$ cat src/include/bfc_pkg.sv
package bfc_pkg;

  // ---------------------------------------------------------------------------
  // Register map (Avalon-MM byte addresses, one word each)
  // ---------------------------------------------------------------------------
  localparam logic [4:0] REG_CTRL   = 5'h00;
  localparam logic [4:0] REG_ADDR   = 5'h04;
  localparam logic [4:0] REG_WDATA  = 5'h08;
  localparam logic [4:0] REG_RDATA  = 5'h0c;
  localparam logic [4:0] REG_STATUS = 5'h10;

  // CTRL fields (write starts a command)
  localparam int CTRL_OP_LSB    = 0;
  localparam int CTRL_WIDE_BIT  = 4;
  localparam int CTRL_ACCEL_BIT = 5;

  // Operation codes
  localparam logic [1:0] OP_NONE  = 2'h0;
  localparam logic [1:0] OP_READ  = 2'h1;
  localparam logic [1:0] OP_WRITE = 2'h2;
  localparam logic [1:0] OP_RESET = 2'h3;

  // STATUS fields
  localparam int ST_BUSY_BIT  = 0;
  localparam int ST_READY_BIT = 1;
  localparam int ST_BANK_LSB  = 2;
  localparam int ST_ACCEL_BIT = 4;

  // Bank decode patterns of the three top address bits
  localparam logic [2:0] BANK_ONE_PAT  = 3'h0;
  localparam logic [2:0] BANK_FOUR_PAT = 3'h7;
  localparam logic [2:0] BANK_TWO_TOP  = 3'h3;

  // ---------------------------------------------------------------------------
  // Timing (ns) and derived cycle counts at 200 MHz
  // ---------------------------------------------------------------------------
  localparam int CLK_PERIOD_NS      = 5;
  localparam int ACCESS_TIME_NS     = 70;
  localparam int CE_ACCESS_TIME_NS  = 70;
  localparam int WRITE_PULSE_NS     = 35;
  localparam int WRITE_HOLD_NS      = 20;
  localparam int RESET_PULSE_NS     = 500;
  localparam int RESET_RECOVERY_NS  = 50;
  localparam int ACCESS_CYC    = (ACCESS_TIME_NS + CLK_PERIOD_NS - 1) / CLK_PERIOD_NS;
  localparam int CE_ACCESS_CYC = (CE_ACCESS_TIME_NS + CLK_PERIOD_NS - 1) / CLK_PERIOD_NS;
  localparam int WR_PULSE_CYC  = (WRITE_PULSE_NS + CLK_PERIOD_NS - 1) / CLK_PERIOD_NS;
  localparam int WR_HOLD_CYC   = (WRITE_HOLD_NS + CLK_PERIOD_NS - 1) / CLK_PERIOD_NS;
  localparam int RST_PULSE_CYC = (RESET_PULSE_NS + CLK_PERIOD_NS - 1) / CLK_PERIOD_NS;
  localparam int RST_REC_CYC   = (RESET_RECOVERY_NS + CLK_PERIOD_NS - 1) / CLK_PERIOD_NS;

  localparam int ADDR_W = 22;
  localparam int DATA_W = 32;

  typedef enum logic [2:0] {
    ST_IDLE,
    ST_RD_WAIT,
    ST_WR_PULSE,
    ST_WR_HOLD,
    ST_RST_PULSE,
    ST_RST_REC
  } bfc_state_e;

  // Flash pin control group
  typedef struct packed {
    logic chip_sel_n;
    logic out_en_n;
    logic write_n;
    logic reset_n;
    logic wide_sel;
    logic accel_program_pin;
  } bfc_pins_s;

endpackage

$ cat src/rtl/bfc_host.sv
// Local design decisions: the Avalon-MM slave port and the register addresses.
`timescale 1ns/1ps
module bfc_host
  import bfc_pkg::*;
#(
  parameter int ACC_CYC   = ACCESS_CYC,
  parameter int CE_CYC    = CE_ACCESS_CYC,
  parameter int WP_CYC    = WR_PULSE_CYC,
  parameter int WH_CYC    = WR_HOLD_CYC,
  parameter int RP_CYC    = RST_PULSE_CYC,
  parameter int RH_CYC    = RST_REC_CYC
) (
  input  wire logic              clock,
  input  wire logic              resetn,
  input  wire logic [4:0]        avs_address,
  input  wire logic              avs_read,
  input  wire logic              avs_write,
  input  wire logic [31:0]       avs_writedata,
  output logic      [31:0]       avs_readdata,
  output logic                   avs_waitrequest,
  output bfc_pins_s              flash_ctl,
  output logic      [ADDR_W-1:0] flash_addr,
  output logic      [DATA_W-1:0] flash_dq_out,
  output logic                   flash_dq_oe_n,
  input  wire logic [DATA_W-1:0] flash_dq_in,
  input  wire logic              ready_busy_out
);

  // ---------------------------------------------------------------------------
  // State
  // ---------------------------------------------------------------------------
  bfc_state_e        state_q;
  logic [15:0]       cnt_q;
  logic [ADDR_W-1:0] addr_q;
  logic [DATA_W-1:0] wdata_q;
  logic [DATA_W-1:0] rdata_q;
  logic              wide_q;
  logic              accel_q;
  logic              was_idle_q;
  logic              rdy_q;
  logic [1:0]        bank_q;
  logic              ack_q;

  wire cmd_go   = avs_write && !ack_q && avs_address == REG_CTRL && state_q == ST_IDLE;
  wire [1:0] op = avs_writedata[CTRL_OP_LSB +: 2];

  // ---------------------------------------------------------------------------
  // Bank decode
  // ---------------------------------------------------------------------------
  function automatic logic [1:0] bank_of(input logic [2:0] top);
    if (top == BANK_ONE_PAT)       bank_of = 2'h0;
    else if (top == BANK_FOUR_PAT) bank_of = 2'h3;
    else if (top <= BANK_TWO_TOP)  bank_of = 2'h1;
    else                           bank_of = 2'h2;
  endfunction

  // ---------------------------------------------------------------------------
  // Avalon slave: one wait cycle, then acknowledge
  // ---------------------------------------------------------------------------
  always_ff @(posedge clock or negedge resetn) begin
    if (!resetn) begin
      ack_q        <= 1'b0;
      avs_readdata <= 32'h0;
    end else begin
      ack_q <= (avs_read || avs_write) && !ack_q;
      if (avs_read && !ack_q) begin
        case (avs_address)
          REG_CTRL:   avs_readdata <= {26'h0, accel_q, wide_q, 4'h0};
          REG_ADDR:   avs_readdata <= {10'h0, addr_q};
          REG_WDATA:  avs_readdata <= wdata_q;
          REG_RDATA:  avs_readdata <= rdata_q;
          REG_STATUS: avs_readdata <= {27'h0, accel_q, bank_q, rdy_q, state_q != ST_IDLE};
          default:    avs_readdata <= 32'h0;
        endcase
      end
    end
  end

  always_ff @(posedge clock or negedge resetn) begin
    if (!resetn) avs_waitrequest <= 1'b1;
    else         avs_waitrequest <= !((avs_read || avs_write) && !ack_q);
  end

  // ---------------------------------------------------------------------------
  // Software-set registers
  // ---------------------------------------------------------------------------
  always_ff @(posedge clock or negedge resetn) begin
    if (!resetn) begin
      addr_q  <= '0;
      wdata_q <= '0;
      wide_q  <= 1'b1;
      accel_q <= 1'b0;
      bank_q  <= 2'h0;
    end else if (avs_write && !ack_q && state_q == ST_IDLE) begin
      // Address and data survive a flash reset so software can reissue the cut operation
      if (avs_address == REG_ADDR) begin
        addr_q <= avs_writedata[ADDR_W-1:0];
        bank_q <= bank_of(avs_writedata[ADDR_W-1 -: 3]);
      end
      if (avs_address == REG_WDATA) wdata_q <= avs_writedata;
      if (avs_address == REG_CTRL) begin
        wide_q  <= avs_writedata[CTRL_WIDE_BIT];
        accel_q <= avs_writedata[CTRL_ACCEL_BIT];
      end
    end
  end

  // ---------------------------------------------------------------------------
  // Bus cycle sequencer
  // ---------------------------------------------------------------------------
  always_ff @(posedge clock or negedge resetn) begin
    if (!resetn) begin
      state_q    <= ST_IDLE;
      cnt_q      <= 16'h0;
      rdata_q    <= '0;
      was_idle_q <= 1'b1;
    end else begin
      case (state_q)
        ST_IDLE: begin
          if (cmd_go) begin
            case (op)
              OP_READ: begin
                state_q <= ST_RD_WAIT;
                cnt_q   <= 16'((ACC_CYC > CE_CYC) ? ACC_CYC : CE_CYC);
              end
              OP_WRITE: begin
                state_q <= ST_WR_PULSE;
                cnt_q   <= 16'(WP_CYC);
              end
              OP_RESET: begin
                state_q <= ST_RST_PULSE;
                cnt_q   <= 16'(RP_CYC);
              end
              default: state_q <= ST_IDLE;
            endcase
          end
        end
        ST_RD_WAIT: begin
          if (cnt_q <= 16'h1) begin
            rdata_q <= wide_q ? flash_dq_in : {16'h0, flash_dq_in[15:0]};
            state_q <= ST_IDLE;
          end else cnt_q <= cnt_q - 16'h1;
        end
        ST_WR_PULSE: begin
          if (cnt_q <= 16'h1) begin
            state_q <= ST_WR_HOLD;
            cnt_q   <= 16'(WH_CYC);
          end else cnt_q <= cnt_q - 16'h1;
        end
        ST_WR_HOLD: begin
          if (cnt_q <= 16'h1) state_q <= ST_IDLE;
          else cnt_q <= cnt_q - 16'h1;
        end
        ST_RST_PULSE: begin
          was_idle_q <= ready_busy_out;
          if (cnt_q <= 16'h1) begin
            state_q <= ST_RST_REC;
            cnt_q   <= 16'(RH_CYC);
          end else cnt_q <= cnt_q - 16'h1;
        end
        ST_RST_REC: begin
          // Wait out recovery and, if busy, the device's internal reset
          if (cnt_q <= 16'h1) begin
            if (ready_busy_out) state_q <= ST_IDLE;
          end else cnt_q <= cnt_q - 16'h1;
        end
        default: state_q <= ST_IDLE;
      endcase
    end
  end

  always_ff @(posedge clock or negedge resetn) begin
    if (!resetn) rdy_q <= 1'b0;
    else         rdy_q <= ready_busy_out;
  end

  // ---------------------------------------------------------------------------
  // Pin drivers (registered)
  // ---------------------------------------------------------------------------
  bfc_state_e nxt;
  always_comb begin
    nxt = state_q;
    if (state_q == ST_IDLE && cmd_go) begin
      case (op)
        OP_READ:  nxt = ST_RD_WAIT;
        OP_WRITE: nxt = ST_WR_PULSE;
        OP_RESET: nxt = ST_RST_PULSE;
        default:  nxt = ST_IDLE;
      endcase
    end else if (state_q == ST_WR_PULSE && cnt_q <= 16'h1) nxt = ST_WR_HOLD;
    else if (state_q == ST_RST_PULSE && cnt_q <= 16'h1) nxt = ST_RST_REC;
    else if ((state_q == ST_RD_WAIT || state_q == ST_WR_HOLD) && cnt_q <= 16'h1) nxt = ST_IDLE;
    else if (state_q == ST_RST_REC && cnt_q <= 16'h1 && ready_busy_out) nxt = ST_IDLE;
  end

  always_ff @(posedge clock or negedge resetn) begin
    if (!resetn) begin
      flash_ctl     <= '{chip_sel_n: 1'b1, out_en_n: 1'b1, write_n: 1'b1, reset_n: 1'b1,
                         wide_sel: 1'b1, accel_program_pin: 1'b0};
      flash_addr    <= '0;
      flash_dq_out  <= '0;
      flash_dq_oe_n <= 1'b1;
    end else begin
      // Standby between cycles: chip select and reset held high
      flash_ctl.chip_sel_n <= !(nxt == ST_RD_WAIT || nxt == ST_WR_PULSE || nxt == ST_WR_HOLD);
      flash_ctl.out_en_n   <= !(nxt == ST_RD_WAIT);
      flash_ctl.write_n    <= !(nxt == ST_WR_PULSE);
      flash_ctl.reset_n    <= !(nxt == ST_RST_PULSE);
      flash_ctl.wide_sel   <= (cmd_go && avs_address == REG_CTRL) ? avs_writedata[CTRL_WIDE_BIT] : wide_q;
      // High voltage only while a program cycle drives the pins
      flash_ctl.accel_program_pin <= (cmd_go ? avs_writedata[CTRL_ACCEL_BIT] : accel_q) &&
                                     (nxt == ST_WR_PULSE || nxt == ST_WR_HOLD);
      flash_addr    <= addr_q;
      flash_dq_out  <= wdata_q;
      flash_dq_oe_n <= !(nxt == ST_WR_PULSE || nxt == ST_WR_HOLD);
    end
  end

endmodule

$ cat config.mk
export PLATFORM = sky130hd
export DESIGN_NAME = bfc_host
export DESIGN_NICKNAME = d
export VERILOG_FILES = /design/src/include/bfc_pkg.sv /design/src/rtl/bfc_host.sv
export SDC_FILE = /design/constraint.sdc
export NUM_CORES = 1
export LEC_CHECK = 0
export BUFFER_PORTS_ARGS = -buffer_cell sky130_fd_sc_hd__buf_4
export CAP_MARGIN = 20
export CELL_PAD_IN_SITES_DETAIL_PLACEMENT = 1
export CELL_PAD_IN_SITES_GLOBAL_PLACEMENT = 2
export CORE_MARGIN = 2
export CORE_UTILIZATION = 30
export CTS_CLUSTER_SIZE = 28
export DETAILED_ROUTE_END_ITERATION = 10
export HOLD_SLACK_MARGIN = 0.08
export PLACE_DENSITY = 0.78
export REMOVE_ABC_BUFFERS = 1
export SYNTH_ARGS = -nofsm -noshare
export SYNTH_HDL_FRONTEND = slang
export SYNTH_SLANG_ARGS = --single-unit
$ cat constraint.sdc
create_clock -name clock -period 2.45 [get_ports clock]
set_input_delay 0.245 -clock clock [delete_from_list [all_inputs] [get_ports clock]]
set_output_delay 0.245 -clock clock [all_outputs]
set_load 0.05 [all_outputs]
After elaboration in Yosys (flattened, before gate mapping)
Cells that the tools add are included.
Cells by class
  muxes and demuxes: 26
  magnitude comparators: 2
  equality and inequality tests: 25
  add/sub/neg operators: 1
  reductions and logical operators: 39
Operators by type and width (count)
  32-bit case mux with 5 select lines: 1
  16-bit two-way mux: 4
  16-bit case mux with 4 select lines: 1
  16-bit case mux with 3 select lines: 1
  3-bit two-way mux: 11
  32-bit two-way mux: 1
  16-bit by 1-bit <= comparator with 1-bit output (second input constant): 1
  16-bit by 1-bit subtractor with 16-bit output (second input constant): 1
  3-bit case mux with 5 select lines: 1
  1-bit logical AND: 14
  3-bit by 2-bit == test with 1-bit output (second input constant): 4
  3-bit == test (second input constant): 4
  5-bit by 4-bit == test with 1-bit output (second input constant): 2
  3-bit case mux with 3 select lines: 1
  2-bit != test (second input constant): 4
  2-bit AND reduction: 4
  1-bit logical NOT: 7
  3-bit by 1-bit == test with 1-bit output (second input constant): 2
  3-bit logical NOT: 2
  2-bit two-way mux: 3
  2-bit by 1-bit != test with 1-bit output (second input constant): 3
  6-bit AND reduction: 1
  5-bit by 3-bit == test with 1-bit output (second input constant): 1
  5-bit == test (second input constant): 1
  12 further kinds: 18
Storage, ports and cells
  register bits after elaboration: 205
  output and inout port bits: 94

Longest topological paths before layout
  depth in word-level cells: 12
  gate-level depth with buffers: 9

Worst setup path before layout
No wires, ideal clock.
  path kind: reg2reg
  start: register cnt_q[0]
  end: register rdata_q[10]
  data required time: 2.322 ns
  setup time: 0.128 ns
  arrival time: 2.096 ns
  buffers on the path: 2
  period minus slack after synthesis: 2.223 ns
  path slack: 0.227 ns
  cell stages (with the launch flop): 9
  path through: dfrtp_1 > inv_1 > ha_1 > or2_1 > nand3_1 > or3_1 > buf_2 > buf_2 > mux2_1
Between the ends
  cells in the longest elaborated chain, start to end: 2
RTL lines
  start, declared: RTL line bfc_host.sv:33  | logic [15:0] cnt_q;
  start signal, assigned: RTL line bfc_host.sv:124  | cnt_q <= 16'((ACC_CYC > CE_CYC) ? ACC_CYC : CE_CYC);
  start signal, assigned: RTL line bfc_host.sv:128  | cnt_q <= 16'(WP_CYC);
  start signal, assigned: RTL line bfc_host.sv:132  | cnt_q <= 16'(RP_CYC);
  16-bit by 1-bit <= comparator with 1-bit output: RTL line bfc_host.sv:139  | if (cnt_q <= 16'h1) begin
  2-bit AND reduction (no source line)
  end signal, assigned: RTL line bfc_host.sv:140  | rdata_q <= wide_q ? flash_dq_in : {16'h0, flash_dq_in[15:0]};
  end, declared: RTL line bfc_host.sv:36  | logic [DATA_W-1:0] rdata_q;
No other way between the ends.
A chain may end at the register's enable or synchronous reset.

Worst setup path in the final report
  start: register cnt_q[6]
  end: register cnt_q[13]
Between the ends
  cells in the longest elaborated chain, start to end: 3
  elaborated cells between the ends (all ways): 8
  those cells by class: add/sub (1); order compare (1); eq/ne (1); mux (4); reduce/logical (1)
RTL lines (RTL line)
  16-bit by 1-bit subtractor with 16-bit output / 16-bit by 1-bit <= comparator with 1-bit output (equally long branches)
  16-bit two-way mux (tied with other cells): bfc_host.sv:139, bfc_host.sv:151, bfc_host.sv:163
  16-bit case mux with 4 select lines / 4-bit AND reduction (equally long branches)
Several ways; a longest one is shown, not always the timed one. The select of a mux whose other input is x is not followed.

==> impl_metrics.yaml <==
sta:
  skew_ns: 0.0125
  tns_ns: 0
  tightest_slew_ns: 0.873
  finalMaxSlewViolations: 0
  setup_viol: 0
  slew_headroom: 0.418
  rsz0062_at_grt: "false"
  final_hold_viol_count: 0
  max_freq_ghz: 0.432
  fin_crit_ns: 2.31
  period_share: 0.944
synth:
  ys_warn_count: 0
  yosysSeqAreaShare: 0.617
  async_reset_ff_frac: 1.00
  synthesis.area_um2: 8340
  synth_cells: 680
  synth_edf_count: 0
  syn_area_per_cell_um2: 12.3
  synth-main-ff-cell: "dfrtp_1"
  synth-seq-cells: 205
  synth.distinct_cells: 59
floorplan:
  die_w_um: 171
  fp.dieArea_um2: 29100
  initial_core_util: 0.303
  core-area_um2: 27600
  ios: 168
  die_h_um: 171
  rows: 61
cts:
  clockBufferDepth: 3
  cts_tree: "built"
  cts-root-buf: "clkbuf_16"
  numCtsBuffers: 23
  insertion_delay_ns: 0.50
  cts_setup_buffers: 0
  h-tree-depth: 1
  cts_num_sinks: 205
  cts.clk_slew.worst_paths_ns: 0.06
detailed_routing:
  drc: 0
  dr.pass1.iters: 5
  avgViaCountPerCell: 4.82
  ant_nets: 0
  avgRoutedWirePerCell_um: 18.7
  routed_wl_um: 24800
  vias: 6397
  drt_iter0_drc: 320
grt:
  grt_pass1_vias: 6813
  antenna_found_initial: 0
  gr-total-overflow: 0
  track_usage: 0.170
  grt_max_degree: 80
  grt_pass1_wl_um: 38600
worst_setup_path:
  r2r_setup_slack_ns: 0.14
  worstSetupPathType: "reg2reg"
  endpoint_kind: "flop"
  critPathLaunchType: "flop"
  r2r_end: "cnt_q[13]"
  regToRegStartpoint: "cnt_q[6]"
  r2r_cells: 5
  worstPathArrival_ns: 2.74
  crit_fanout: 6
  critPathRequiredTime_ns: 2.88
final_layout:
  area_growth_pct: 40.1
  multiInputGateArea_um2: 3010
  drive_gt1_frac: 0.356
  fin_util: 0.424
  mostFrequentLayoutCell: "dfrtp_1"
  fillers: 2938
  layout_common_cells: "dfrtp_1 (196), buf_4 (195), nand2_1 (81), mux2_2 (78), dlygate4sd3_1 (67)"
  register_area_um2: 5140
  fin_nets: 1015
worst_hold_path:
  hold_class: "in2reg"
  worst_hold_path.num_cells: 3
  hp-start: "avs_write"
  min_to: "avs_waitrequest"
run:
  drv_cap: 0
status:
  status: "finished, final reports clean"
place:
  portBuffers: 167
  globalplace.congestion: 0.871
  place_hpwl_um: 16600
power_and_ir_drop:
  power.density_nw_per_um2: 806
  max-vdd-ir-drop_mv: 0.453
  static-leakage-power_nw: 5.57
==> Yosys cell counts (3+ instances only) <==
library cell	instances	area, µm²
nor4_1	3	18.8
a222oi_1	5	50.1
dfrtp_1	197	4930
inv_1	10	37.5
or2_2	3	18.8
buf_1	5	18.8
nand4_1	6	37.5
a21o_1	6	45.0
nand2b_1	6	37.5
nor2_1	20	75.1
and3_1	5	31.3
mux2_2	78	878
buf_2	6	30.0
ha_1	7	87.6
or4_1	9	67.6
or3_1	8	50.1
o21ai_1	8	40.0
nand3_1	8	40.0
clkbuf_1	27	101
o21ai_0	45	225
a22o_1	3	26.3
dfstp_2	8	210
o211ai_1	4	30.0
a22oi_1	28	210
a31oi_1	3	18.8
nor2b_1	3	18.8
a21oi_1	25	125
nor3_1	9	45.0
mux2_1	10	113
nand2_1	81	304
o31ai_1	11	82.6
==> report_power, final <==
part           internal (mW)  switching [mW]  total, mW  leakage (nW)
Combinational          0.803            1.06       1.86          2.51
Clock                   2.23            1.35       3.57         0.378
Sequential              3.72           0.257       3.98          2.68
==> cells by family after synthesis <==
logic type | Yosys count | share of synthesized area
AO/OA/AOI/OAI | 152 | 0.119
XOR/XNOR | 1 | 0.00105
adder cells (fa/ha/maj) | 8 | 0.0117
buffers and inverters | 48 | 0.0225
flip-flops | 205 | 0.617
multiplexers | 91 | 0.124
AND/OR/NAND/NOR | 175 | 0.105
==> per-stage QoR <==
stage	total power [mW]	instance area (µm²)	instances	hold slack (ns)	worst slack (ns)
final	9.41	11700	1326	0.103	0.137
after detailed placement	5.81	10200	1220	0.339	0.122
after floorplan	5.03	8190	642	-0.0506	-0.191
after CTS	9.53	11700	1325	0.0828	0.134
after global routing	9.92	11700	1325	0.0989	0.0251
after global placement	5.76	10200	1220	0.328	0.168
==> worst max-delay path by stage <==
| stage | startpoint | end | slack [ns] | cells past startpoint |
|---|---|---|---|---|
| floorplan | avs_address[4] | wdata_q[0] | -0.19 | 4 |
| global placement | cnt_q[6] | cnt_q[13] | 0.17 | 5 |
| detailed placement | cnt_q[4] | cnt_q[13] | 0.12 | 5 |
| CTS | cnt_q[4] | cnt_q[13] | 0.13 | 5 |
| global route | cnt_q[4] | cnt_q[13] | 0.03 | 5 |
| finish | cnt_q[6] | cnt_q[13] | 0.14 | 5 |
==> area by class of cell <==
cell class              instances  area share
inverters                      10     0.00321
clock buffers                  29      0.0538
diodes                          1    0.000214
multi-input cells             427       0.258
clock inverters                 9      0.0135
repair buffers                267       0.191
well taps                     378      0.0405
flip-flops and latches        205       0.440
==> metal layers <==
layer  part of all wire  vias up  GRT usage  wire length (µm)
li1                   -     2957          -                 -
met1               0.45     3243      0.224             11100
met2               0.49      160      0.293             12100
met3              0.045       37     0.0273              1130
met4              0.021        0     0.0431               529
met5                  0        -          0                 0
==> critical path, cell delays in order (launching register included) <==
cell	delay [ns]
dfrtp_1	0.41
or4_4	0.59
or3_1	0.39
or2_0	0.23
or4_1	0.48
a21oi_1	0.15
==> sequential cells by signal, indices dropped and copies added (netlist names) <==
name,count
flash_ctl,6
rdata_q,32
cnt_q,16
addr_q,22
avs_readdata,32
wide_q,1
flash_addr,22
bank_q,2
ack_q,1
avs_waitrequest,1
state_q,3
rdy_q,1
flash_dq_out,32
wdata_q,32
flash_dq_oe_n,1
accel_q,1
==> repair_timing <==
item                                    in CTS  in global routing
hold buffers                                67                  0
hold endpoints to repair                   158                  0
resized for setup                            0                  1
endpoints found under the setup margin       0                  1
No activity file was read; power rests on OpenSTA's default activity.
